**config.mk**
```make
export PLATFORM = sky130hd
export DESIGN_NAME = cdtdr_regs
export DESIGN_NICKNAME = d
export VERILOG_FILES = /design/src/verilog/cdtdr_pkg.sv /design/src/verilog/cdtdr_regs.sv
export VERILOG_INCLUDE_DIRS = /design/src /design/src/verilog
export SDC_FILE = /design/constraint.sdc
export NUM_CORES = 1
export LEC_CHECK = 0
export ABC_AREA = 1
export BUFFER_PORTS_ARGS = -buffer_cell sky130_fd_sc_hd__buf_2
export CORE_MARGIN = 1.5
export CORE_UTILIZATION = 29
export DETAILED_ROUTE_END_ITERATION = 10
export SLEW_MARGIN = 25
export SYNTH_ARGS = -nofsm -noshare
export SYNTH_HDL_FRONTEND = slang
export SYNTH_SLANG_ARGS = --single-unit
```
**constraint.sdc**
```tcl
create_clock -name sys_clk -period 4.5 [get_ports sys_clk]
set_input_delay 0.45 -clock sys_clk [delete_from_list [all_inputs] [get_ports sys_clk]]
set_output_delay 0.45 -clock sys_clk [all_outputs]
set_load 0.01 [all_outputs]
```
**src/verilog/cdtdr_map.svh**
```systemverilog
// Register offsets, field positions and reset values of the cable diagnostic register bank
// Behaviour
// - Bit 11 of DSP config five set suppresses gain retraining; reset clears it.
// - Writing one to live-link bit 15 launches the check; bit self-clears, reads zero.
// - Live-link bit 12 reads one while the check runs, zero when finished.
// - Diagnostic control bit 14 at one disables cross-pair listening; zero enables it.
// - Diagnostic control bit 13 at one skips reflectometry on the transmit pair.
// - Diagnostic control bit 12 at one skips reflectometry on the receive pair.
// - Bits 10:8 choose averaged cycle count 1 to 32; 111 reserved; reset 110.
// - Bits 3:0 of control two set expected self-reflection; reset 1100.
// - Bits 15:8 of control three set long-cable listening time; reset all ones.
// - Bits 12:8 of control four hold short-cable threshold; reset 1 1000.
// - First four transmit-pair peaks read two per register, low peak low byte.
`ifndef CDTDR_MAP_SVH
`define CDTDR_MAP_SVH

`define CDT_OFF_DSP5        16'h0130
`define CDT_OFF_LIVE        16'h0155
`define CDT_OFF_DIAG        16'h0170
`define CDT_OFF_DIAG2       16'h0171
`define CDT_OFF_DIAG3       16'h0173
`define CDT_OFF_DIAG4       16'h0177
`define CDT_OFF_PEAK1       16'h0180
`define CDT_OFF_PEAK2       16'h0181
`define CDT_OFF_EV_STATUS   16'h0190
`define CDT_OFF_EV_ENABLE   16'h0191
`define CDT_OFF_EV_CLEAR    16'h0192

`define CDT_RST_DSP5        16'h0001
`define CDT_RST_LIVE_RSV    4'h1
`define CDT_RST_DIAG        16'h0e52
`define CDT_RST_DIAG2       16'hc85c
`define CDT_RST_DIAG3       16'hff1e
`define CDT_RST_DIAG4       16'h189b
`define CDT_DIAG_WMASK      16'h7fff

`define CDT_GAIN_DIS_BIT    11
`define CDT_LIVE_LAUNCH_BIT 15
`define CDT_LIVE_RUN_BIT    12
`define CDT_CROSS_DIS_BIT   14
`define CDT_TX_BYP_BIT      13
`define CDT_RX_BYP_BIT      12
`define CDT_AVG_HI          10
`define CDT_AVG_LO          8
`define CDT_AVG_RSVD        3'h7
`define CDT_PULSE_HI        3
`define CDT_PULSE_LO        0
`define CDT_LISTEN_HI       15
`define CDT_LISTEN_LO       8
`define CDT_SHORT_HI        12
`define CDT_SHORT_LO        8

`define CDT_EV_LIVE_DONE    0
`define CDT_EV_PEAKS        1

`endif

```
**src/verilog/cdtdr_pkg.sv**
```systemverilog
// Types shared by the cable diagnostic register bank
package cdtdr_pkg;

  typedef logic [15:0] cdtdr_word_t;

  typedef enum logic [1:0] {
    CDTDR_IDLE = 2'b01,
    CDTDR_RUN  = 2'b10
  } cdtdr_fsm_t;

  typedef struct packed {
    cdtdr_fsm_t  fsm;
    logic        launch;
    cdtdr_word_t dsp5;
    logic [3:0]  live_rsv;
    logic [7:0]  live_sum;
    cdtdr_word_t diag;
    cdtdr_word_t diag2;
    cdtdr_word_t diag3;
    cdtdr_word_t diag4;
    logic [31:0] peaks;
    logic [1:0]  ev_status;
    logic [1:0]  ev_enable;
    logic        irq;
    cdtdr_word_t rdata;
  } cdtdr_state_t;

endpackage

```
**src/verilog/cdtdr_regs.sv**
```systemverilog
// Cable diagnostic and reflectometry register bank with live-link check control
//
// Strobed register access was decided locally.
`timescale 1ns/1ps
`include "cdtdr_map.svh"

module cdtdr_regs (
  input  wire logic                sys_clk,               // 10 MHz clock
  input  wire logic                resetn,                // Async reset, active low
  input  wire cdtdr_pkg::cdtdr_word_t reg_addr,           // Register address
  input  wire cdtdr_pkg::cdtdr_word_t reg_wdata,          // Write data
  input  wire logic                reg_wr,                // Write strobe
  input  wire logic                reg_rd,                // Read strobe
  output cdtdr_pkg::cdtdr_word_t   reg_rdata,             // Read data, cycle after strobe
  input  wire logic                live_check_done,       // Engine: live check finished
  input  wire logic [7:0]          live_check_sum_in,     // Engine: sum with done
  input  wire logic                tdr_result_valid,      // Engine: new peaks present
  input  wire logic [31:0]         transmit_pair_peaks,   // Engine: peaks 4..1, 8 bits each
  output logic                     gain_retrain_disable,  // Suppress gain retraining
  output logic                     live_check_launch,     // One-cycle launch pulse
  output logic                     cross_mode_disable,    // No cross-pair listening
  output logic                     transmit_pair_bypass,  // Skip transmit pair
  output logic                     rx_pair_bypass,        // Skip receive pair
  output logic [2:0]               avg_cycles_code,       // Averaging code
  output logic [3:0]               pulse_control,         // Expected self-reflection
  output logic [7:0]               listen_duration,       // Long-cable listening time
  output logic [4:0]               short_cable_threshold, // Short-cable threshold
  output logic                     irq                    // Level interrupt
);
  import cdtdr_pkg::*;

  cdtdr_state_t st;
  cdtdr_state_t next_st;

  function automatic logic hit(input cdtdr_word_t a, input cdtdr_word_t off);
    hit = (a == off);
  endfunction

  always_comb begin
    logic [1:0]  ev_set;
    logic [1:0]  ev_clr;
    cdtdr_word_t rd_mux;
    ev_set = 2'h0;
    ev_clr = 2'h0;
    rd_mux = 16'h0000;
    next_st        = st;
    next_st.launch = 1'b0;
    next_st.rdata  = 16'h0000;

    if (reg_wr && hit(reg_addr, `CDT_OFF_DSP5)) begin
      next_st.dsp5 = reg_wdata;
    end

    if (reg_wr && hit(reg_addr, `CDT_OFF_LIVE)) begin
      next_st.live_rsv = reg_wdata[3:0];
    end

    if (reg_wr && hit(reg_addr, `CDT_OFF_DIAG)) begin
      next_st.diag = reg_wdata & `CDT_DIAG_WMASK;
      if (reg_wdata[`CDT_AVG_HI:`CDT_AVG_LO] == `CDT_AVG_RSVD) begin
        next_st.diag[`CDT_AVG_HI:`CDT_AVG_LO] = st.diag[`CDT_AVG_HI:`CDT_AVG_LO];
      end
    end

    if (reg_wr && hit(reg_addr, `CDT_OFF_DIAG2)) begin
      next_st.diag2 = reg_wdata;
    end

    if (reg_wr && hit(reg_addr, `CDT_OFF_DIAG3)) begin
      next_st.diag3 = reg_wdata;
    end

    if (reg_wr && hit(reg_addr, `CDT_OFF_DIAG4)) begin
      next_st.diag4 = reg_wdata;
    end

    if (reg_wr && hit(reg_addr, `CDT_OFF_EV_ENABLE)) begin
      next_st.ev_enable = reg_wdata[1:0];
    end

    if (reg_wr && hit(reg_addr, `CDT_OFF_EV_CLEAR)) begin
      ev_clr = reg_wdata[1:0];
    end

    case (st.fsm)
      CDTDR_IDLE: begin
        if (reg_wr && hit(reg_addr, `CDT_OFF_LIVE) && reg_wdata[`CDT_LIVE_LAUNCH_BIT]) begin
          next_st.launch = 1'b1;
          next_st.fsm    = CDTDR_RUN;
        end
      end
      CDTDR_RUN: begin
        if (live_check_done) begin
          next_st.live_sum = live_check_sum_in;
          next_st.fsm      = CDTDR_IDLE;
          ev_set[`CDT_EV_LIVE_DONE] = 1'b1;
        end
      end
      default: begin
        next_st.fsm = CDTDR_IDLE;
      end
    endcase

    if (tdr_result_valid) begin
      next_st.peaks = transmit_pair_peaks;
      ev_set[`CDT_EV_PEAKS] = 1'b1;
    end

    // Set beats clear so no event is lost
    next_st.ev_status = (st.ev_status & ~ev_clr) | ev_set;
    next_st.irq       = |(next_st.ev_status & next_st.ev_enable);

    case (reg_addr)
      `CDT_OFF_DSP5:      rd_mux = st.dsp5;
      `CDT_OFF_LIVE:      rd_mux = {3'h0, (st.fsm == CDTDR_RUN), st.live_sum, st.live_rsv};
      `CDT_OFF_DIAG:      rd_mux = st.diag;
      `CDT_OFF_DIAG2:     rd_mux = st.diag2;
      `CDT_OFF_DIAG3:     rd_mux = st.diag3;
      `CDT_OFF_DIAG4:     rd_mux = st.diag4;
      `CDT_OFF_PEAK1:     rd_mux = st.peaks[15:0];
      `CDT_OFF_PEAK2:     rd_mux = st.peaks[31:16];
      `CDT_OFF_EV_STATUS: rd_mux = {14'h0000, st.ev_status};
      `CDT_OFF_EV_ENABLE: rd_mux = {14'h0000, st.ev_enable};
      default:            rd_mux = 16'h0000;
    endcase
    if (reg_rd) begin
      next_st.rdata = rd_mux;
    end
  end

  always_ff @(posedge sys_clk or negedge resetn) begin
    if (!resetn) begin
      st           <= '0;
      st.fsm       <= CDTDR_IDLE;
      st.dsp5      <= `CDT_RST_DSP5;
      st.live_rsv  <= `CDT_RST_LIVE_RSV;
      st.diag      <= `CDT_RST_DIAG;
      st.diag2     <= `CDT_RST_DIAG2;
      st.diag3     <= `CDT_RST_DIAG3;
      st.diag4     <= `CDT_RST_DIAG4;
    end else begin
      st <= next_st;
    end
  end

  // Every output is a field of the state register
  assign reg_rdata             = st.rdata;
  assign gain_retrain_disable  = st.dsp5[`CDT_GAIN_DIS_BIT];
  assign live_check_launch     = st.launch;
  assign cross_mode_disable    = st.diag[`CDT_CROSS_DIS_BIT];
  assign transmit_pair_bypass  = st.diag[`CDT_TX_BYP_BIT];
  assign rx_pair_bypass        = st.diag[`CDT_RX_BYP_BIT];
  assign avg_cycles_code       = st.diag[`CDT_AVG_HI:`CDT_AVG_LO];
  assign pulse_control         = st.diag2[`CDT_PULSE_HI:`CDT_PULSE_LO];
  assign listen_duration       = st.diag3[`CDT_LISTEN_HI:`CDT_LISTEN_LO];
  assign short_cable_threshold = st.diag4[`CDT_SHORT_HI:`CDT_SHORT_LO];
  assign irq                   = st.irq;

  a_gain_follow:
  assert property (@(posedge sys_clk) disable iff (!resetn)
    reg_wr && reg_addr == `CDT_OFF_DSP5 |=> gain_retrain_disable == $past(reg_wdata[11]))
  else $error("gain retrain disable not taken from write");

  a_launch_pulse:
  assert property (@(posedge sys_clk) disable iff (!resetn)
    reg_wr && reg_addr == `CDT_OFF_LIVE && reg_wdata[15] && st.fsm == CDTDR_IDLE
    |=> live_check_launch ##1 !live_check_launch)
  else $error("launch pulse missing or too long");

  a_launch_none:
  assert property (@(posedge sys_clk) disable iff (!resetn)
    !(reg_wr && reg_addr == `CDT_OFF_LIVE && reg_wdata[15]) |=> !live_check_launch)
  else $error("launch without a launching write");

  a_running_read:
  assert property (@(posedge sys_clk) disable iff (!resetn)
    reg_rd && reg_addr == `CDT_OFF_LIVE |=> reg_rdata[12] == ($past(st.fsm) == CDTDR_RUN))
  else $error("running flag wrong on read");

  a_running_end:
  assert property (@(posedge sys_clk) disable iff (!resetn)
    st.fsm == CDTDR_RUN && live_check_done |=> st.fsm == CDTDR_IDLE && st.ev_status[0])
  else $error("check did not finish on done");

  a_cross_mode:
  assert property (@(posedge sys_clk) disable iff (!resetn)
    reg_wr && reg_addr == `CDT_OFF_DIAG |=> cross_mode_disable == $past(reg_wdata[14]))
  else $error("cross mode not taken from write");

  a_tx_bypass:
  assert property (@(posedge sys_clk) disable iff (!resetn)
    reg_wr && reg_addr == `CDT_OFF_DIAG |=> transmit_pair_bypass == $past(reg_wdata[13]))
  else $error("transmit bypass not taken from write");

  a_rx_bypass:
  assert property (@(posedge sys_clk) disable iff (!resetn)
    reg_wr && reg_addr == `CDT_OFF_DIAG |=> rx_pair_bypass == $past(reg_wdata[12]))
  else $error("receive bypass not taken from write");

  a_avg_reserved:
  assert property (@(posedge sys_clk) disable iff (!resetn)
    reg_wr && reg_addr == `CDT_OFF_DIAG && reg_wdata[10:8] == 3'h7 |=> $stable(avg_cycles_code))
  else $error("reserved averaging code stored");

  a_pulse_ctrl:
  assert property (@(posedge sys_clk) disable iff (!resetn)
    reg_wr && reg_addr == `CDT_OFF_DIAG2 |=> pulse_control == $past(reg_wdata[3:0]))
  else $error("pulse control not taken from write");

  a_listen_time:
  assert property (@(posedge sys_clk) disable iff (!resetn)
    reg_wr && reg_addr == `CDT_OFF_DIAG3 |=> listen_duration == $past(reg_wdata[15:8]))
  else $error("listen duration not taken from write");

  a_short_thresh:
  assert property (@(posedge sys_clk) disable iff (!resetn)
    reg_wr && reg_addr == `CDT_OFF_DIAG4 |=> short_cable_threshold == $past(reg_wdata[12:8]))
  else $error("short threshold not taken from write");

  a_peak_read:
  assert property (@(posedge sys_clk) disable iff (!resetn)
    tdr_result_valid ##1 (!tdr_result_valid && reg_rd && reg_addr == `CDT_OFF_PEAK1)
    |=> reg_rdata == $past(transmit_pair_peaks[15:0], 2))
  else $error("first peak register wrong");

  a_sum_capture:
  assert property (@(posedge sys_clk) disable iff (!resetn)
    st.fsm == CDTDR_RUN && live_check_done |=> st.live_sum == $past(live_check_sum_in))
  else $error("sum not captured");

  a_ro_ignore:
  assert property (@(posedge sys_clk) disable iff (!resetn)
    reg_wr && reg_addr == `CDT_OFF_PEAK1 && !tdr_result_valid |=> $stable(st.peaks))
  else $error("write changed read-only peaks");

  a_irq_raise:
  assert property (@(posedge sys_clk) disable iff (!resetn)
    tdr_result_valid && st.ev_enable[1] && !(reg_wr && reg_addr == `CDT_OFF_EV_ENABLE) |=> irq)
  else $error("enabled event did not raise interrupt");

  a_gain_hold:
  assert property (@(posedge sys_clk) disable iff (!resetn)
    !(reg_wr && reg_addr == `CDT_OFF_DSP5) |=> $stable(gain_retrain_disable))
  else $error("gain retrain disable moved without a write");

  a_running_start:
  assert property (@(posedge sys_clk) disable iff (!resetn)
    st.fsm == CDTDR_IDLE && reg_wr && reg_addr == `CDT_OFF_LIVE && reg_wdata[15] |=> st.fsm == CDTDR_RUN)
  else $error("launch did not start the check");

  a_running_hold:
  assert property (@(posedge sys_clk) disable iff (!resetn)
    st.fsm == CDTDR_RUN && !live_check_done |=> st.fsm == CDTDR_RUN)
  else $error("check ended without done");

  a_live_top_zero:
  assert property (@(posedge sys_clk) disable iff (!resetn)
    reg_rd && reg_addr == `CDT_OFF_LIVE |=> reg_rdata[15:13] == 3'h0)
  else $error("launch or reserved bits read as one");

  a_diag_top_zero:
  assert property (@(posedge sys_clk) disable iff (!resetn)
    reg_rd && reg_addr == `CDT_OFF_DIAG |=> !reg_rdata[15])
  else $error("read-only control bit read as one");

  a_idle_sum_hold:
  assert property (@(posedge sys_clk) disable iff (!resetn)
    st.fsm == CDTDR_IDLE |=> $stable(st.live_sum))
  else $error("sum changed while idle");

  a_peak_capture:
  assert property (@(posedge sys_clk) disable iff (!resetn)
    tdr_result_valid |=> st.peaks == $past(transmit_pair_peaks))
  else $error("peaks not captured");

  a_peak_hold:
  assert property (@(posedge sys_clk) disable iff (!resetn)
    !tdr_result_valid |=> $stable(st.peaks))
  else $error("peaks changed without capture");

  // Read data only in the cycle after a read
  a_rdata_idle:
  assert property (@(posedge sys_clk) disable iff (!resetn)
    !reg_rd |=> reg_rdata == 16'h0000)
  else $error("read data without a read");

  // Set beats a clear in the same cycle
  a_set_wins:
  assert property (@(posedge sys_clk) disable iff (!resetn)
    tdr_result_valid |=> st.ev_status[1])
  else $error("peak event lost");

  // Clear of both events drops the interrupt
  a_irq_clear:
  assert property (@(posedge sys_clk) disable iff (!resetn)
    reg_wr && reg_addr == `CDT_OFF_EV_CLEAR && reg_wdata[1:0] == 2'h3 && !tdr_result_valid && !live_check_done
    |=> !irq)
  else $error("interrupt stayed after clear");

  a_avg_legal:
  assert property (@(posedge sys_clk) disable iff (!resetn)
    avg_cycles_code != `CDT_AVG_RSVD)
  else $error("reserved averaging code present");

  a_live_rsv_store:
  assert property (@(posedge sys_clk) disable iff (!resetn)
    reg_wr && reg_addr == `CDT_OFF_LIVE |=> st.live_rsv == $past(reg_wdata[3:0]))
  else $error("reserved low bits not stored");

endmodule

```
[After elaboration in Yosys (flattened, before gate mapping)]
Index checks and enable logic that the tools add are counted.
Widths: inputs -> output; s select.
Cells by class
  add/subtract/negate cells: 0
  multiply operators: 0
  bitwise operators: 5
  eq/ne operators: 16
  $lt $le $gt $ge: 0
  multiplexer cells: 11
  reductions and logical operators: 13
  shifts and indexed selects: 0
  div/mod/pow operators: 0
Operators with widths (number)
  $eq 16x9->1 const B: 11
  $pmux 16 s10: 1
  $mux 16: 1
  $logic_and 1x1->1: 9
  $mux 2: 3
  $reduce_and 2->1: 3
  $and 2x2->2: 2
  $mux 1: 4
  $ne 2x2->1 const B: 2
  $pmux 2 s2: 1
  $eq 3x3->1 const B: 1
  $mux 3: 1
  $eq 2x1->1 const B: 1
  $eq 2x2->1 const B: 1
  $not 2->2: 1
  $or 2x2->2: 1
  $reduce_or 2->1: 1
  $not 1->1: 1
Word-level totals
  bits in writable memories: 0
  bits in read-only memories: 0
  bits in latches: 0
  memories kept: 0
  bits of input ports: 78
  logic and storage cells: 60
  flip-flop bits (word level): 147

[Depth between registers and ports, before layout]
  word-level depth: 8
  gate-level depth with buffers: 12
  mapped depth without buffers: 11

[Worst setup path before layout]
No wires, ideal clock.
  path type: input port to flip-flop
  start point: input port reg_addr[15]
  end point: register st (netlist bit irq)
  data required time: 4384 ps
  path slack: 2919 ps
  arrival time: 1465 ps
  path buffers: 2
  stages: 10
  cell sequence: nor2_1 nand2_1 nor2_4 buf_6 buf_6 nand2_1 o21ai_1 nand2_1 nand2_1 nand2_1
RTL lines
  start: declaration: RTL line cdtdr_regs.sv:10  | input wire cdtdr_pkg::cdtdr_word_t reg_addr,
  end signal: assignment: RTL line cdtdr_regs.sv:142  | st <= next_st;
  end: declaration: RTL line cdtdr_regs.sv:32  | cdtdr_state_t st;

[Worst setup path in the final report]
  start point: input port reg_addr[13]
  end point: register st[97] (netlist name)
Between the ends
  longest elaborated chain between the ends: 2
Ends and longest elaborated chain
  $eq 16x9->1: RTL line cdtdr_regs.sv:36  | hit = (a == off);
  $logic_and 1x1->1: RTL line cdtdr_regs.sv:65  | if (reg_wr && hit(reg_addr, `CDT_OFF_DIAG2)) begin
Every way passes these cells.
A chain may end at the register's enable or synchronous reset.

==> impl_results.md <==
* WP buf/inv at 3
* Syn Inst Count at 894
* Maximum VDD drop at 256 uV
* CTS tree: done
* Pleak at 4.31 nW
* # port buffers at 119
* Non-Filler Instances at 1,309
* Critical path's slowest cell: nor2_4
* Total grt overflow at 0
* MaxCap Viol Count at 0
* Clock sink count at 147
* Fmax at 440 MHz
* Worst hold path class: input pin to asynchronous set/reset pin
* Routability Congestion at 0.896
* RSZ-0062 raised after global routing: false
* Crit Path Max Fanout at 41
* Die area at 0.0265 sq mm
* CTS Root Cell: clkbuf_16
* Fin. max-slew vios at 0
* Reg2Reg Setup Slack at 2.96 ns
* Top post-synthesis cells by area: dfrtp_1 38%, nand2_1 14%, dfstp_2 12%, nand3_1 5.7%, o21ai_1 4.7%
* Total Wirelength at 20.8 mm
* Setup CP Type: input pin to flip-flop
* Slew HR at 41.4%
* Final Cycle Share at 50.5%
* Adder-Cell Fraction of Synth Area at 0%
* Cts-stage hold buffer count at 0
* WP data arrival at 2.57 ns
* Resized Gates After CTS at 0
* Post-synthesis mux area share at 0.761%
* First-pass GRT wire length at 32.4 mm
* PD cells at 352 mW/mm^2
* Setup TNS at 0 ns
* Yosys reg bits at 147
* Number of CTS-inserted buffers at 17
* Area grow syn2layout at 15.1%
* Status: finished, final reports clean
* Residual DRC at 0
* Die X at 163 microns
* Vert. Die Dim at 163 microns
* Overall Global Routing Usage at 16.3%
* Nets@finish at 1,043
* Post-synthesis sequential area ratio at 50.3%
* 1st-pass router iterations at 5
* Final Hold Viols at 0
* Synth Area in Simple Gates at 28.5%
* Row count at 58
* Starting Density at 29.5%
* Core area at 0.0251 sq mm
* Layout cells sized above 1 at 27.5%
* Reg2Reg Depth at 3
* Syn nets at 972
* Routed WL per cell at 15.9 microns
* DR vias at 5,941
* Slowest stage delay, CP at 0.62 ns
* EDFF count, synth at 0
* Combinational family with the most area after synthesis: simple AND/OR/NAND/NOR gates
* Post-synth top area share at 37.9%
* Placed Instance Area at 0.00790 sq mm
* HPWL Detailed at 15.4 mm
* Largest net degree at the start of global routing at 92
* Critical Path End Type: flip-flop
* Mapped Avg Cell Area at 8.27 sq um
* Initial antenna violation count at 1
* Synth Area in Compound Gates at 8.68%
* Clk_lat worst skew at 0.43 ns
* Minimum clock period after layout at 2.27 ns
* Delay-heaviest family, CP: simple AND/OR/NAND/NOR gates
* Number of global-route vias before repair at 5,650
* Design Area, Final at 0.00851 sq mm
* Cell-by-cell listing of the critical path: buf_2 -> nor2_1 -> nand2_1 -> nor2_4 -> buf_4 -> nand2_1 -> clkinv_2 -> nand2_4 -> nand2_1 -> o21ai_1
* Worst path most repeated cell: nand2_1
* Commonest cells post-synth: 280 x nand2_1, 112 x dfrtp_1, 84 x nand3_1
* Ys Warns at 0
* Reg2reg end: st[118]$_DFFE_PN0P_
* H-tree lvl count at 4
* Final ANT Viol Nets at 0
* Clock skew at 0.00875 ns
* Max Buffers Root-to-Sink at 2
* XOR/XNOR share of the synthesized area at 0%
* DRT iter0 DRCs at 469
* Mapped Area at 0.00740 sq mm
* FFs w/ async S/R, synth at 100%
* Vias per cell at 4.54
* Placed Cells at 1,276
* Measured slew at the worst slew-check pin at 0.879 ns
* Synth unique cells at 30
* Post-CTS Setup Repair Bufs at 0
* Dominant cell by count in the synthesized netlist: nand2_1
* IO Count at 120
* Overall Power at 0.00299 W
* Cell taking the most area after synthesis: dfrtp_1
* Main synth FF type: dfrtp_1
* Kind of start point of the critical path: input pin
* RR Startpoint: st[146]$_DFFE_PN1P_
* Clk pin slew, worst setup/hold paths at 0.06 ns
* WP data required at 4.80 ns
* Final setup viols at 0
report_power, final:
group          switching, W  total, W  internal (W)
clock              0.000547   0.00148      0.000928
combinational      0.000106  0.000151     0.0000449
sequential        0.0000157   0.00137       0.00135
total              0.000669   0.00299       0.00233
final cells by class:
type | instances | area, sq um
Fill cell | 2741 | 16600
Sequential cell | 147 | 3720
Multi-Input combinational cell | 590 | 2800
Timing Repair Buffer | 123 | 632
Clock buffer | 23 | 488
Tap cell | 330 | 413
Inverter | 86 | 327
Clock inverter | 9 | 126
Antenna cell | 1 | 2.50
stage by stage:
step / worst slack, ns / hold WS [ns] / util (%)
final: 2.23 / 0.0890 / 33.9
after global routing: 1.99 / 0.182 / 33.9
after CTS: 2.25 / 0.156 / 33.9
after detailed placement: 1.81 / 0.463 / 31.5
after global placement: 1.84 / 0.455 / 31.5
after floorplan: 2.92 / 0.154 / -
registers in the layout (all words and copies together) (netlist names), 3 cells and up:
| signal | cells |
|---|---|
| short_cable_threshold | 5 |
| reg_rdata | 16 |
| avg_cycles_code | 3 |
| listen_duration | 8 |
| pulse_control | 4 |
| st | 105 |
placed cells by master (no fill, tap or decap), types with 5 or more instances in the layout:
cell	synthesis	layout
nand2_1	280	280
buf_2	6	118
dfrtp_1	112	112
nand3_1	84	84
o21ai_1	69	69
inv_1	64	64
nor2_1	61	61
dfstp_2	35	35
o21ai_2	21	21
inv_2	20	20
nand4_1	18	18
clkbuf_16	0	17
o21ai_0	14	14
nor2_4	9	9
nor2_2	7	7
nand2_4	6	6
nand2_2	5	5
clkinv_2	1	5
mux2_2	5	5
kinds of logic after synthesis:
kind of cell,after synthesis
flip-flops,147
buffers and inverters,157
AO/OA/AOI/OAI,110
multiplexers,5
AND/OR/NAND/NOR,475
routing by layer:
layer / up-vias / part of all wire (%) / global-route usage, %
met5: - / 0 / 0
met4: 0 / 1.7 / 5.46
met3: 26 / 4.9 / 3.00
met2: 155 / 44 / 24.5
met1: 2802 / 49 / 23.5
li1: 2958 / - / -
worst reg2reg max path: cells and delay by family (launching register included):
kind,cells,cell delay (ns)
and+or+nand+nor,2,0.49
DFF,1,0.52
muxes,1,0.41
how the worst max path moves through the flow:
stage | end | depth (start not counted) | start | slack, ns
after detailed placement | pulse_control[1]$_DFFE_PN0P_ | 10 | reg_addr[13] | 1.81
after floorplan | irq$_DFF_PN0_ | 10 | reg_addr[15] | 2.92
after CTS | pulse_control[0]$_DFFE_PN0P_ | 10 | reg_addr[13] | 2.25
after global routing | st[94]$_DFFE_PN0P_ | 10 | reg_addr[13] | 1.99
after global placement | pulse_control[1]$_DFFE_PN0P_ | 10 | reg_addr[15] | 1.84
final | st[97]$_DFFE_PN0P_ | 10 | reg_addr[13] | 2.23
(Power assumes the default switching activity.)
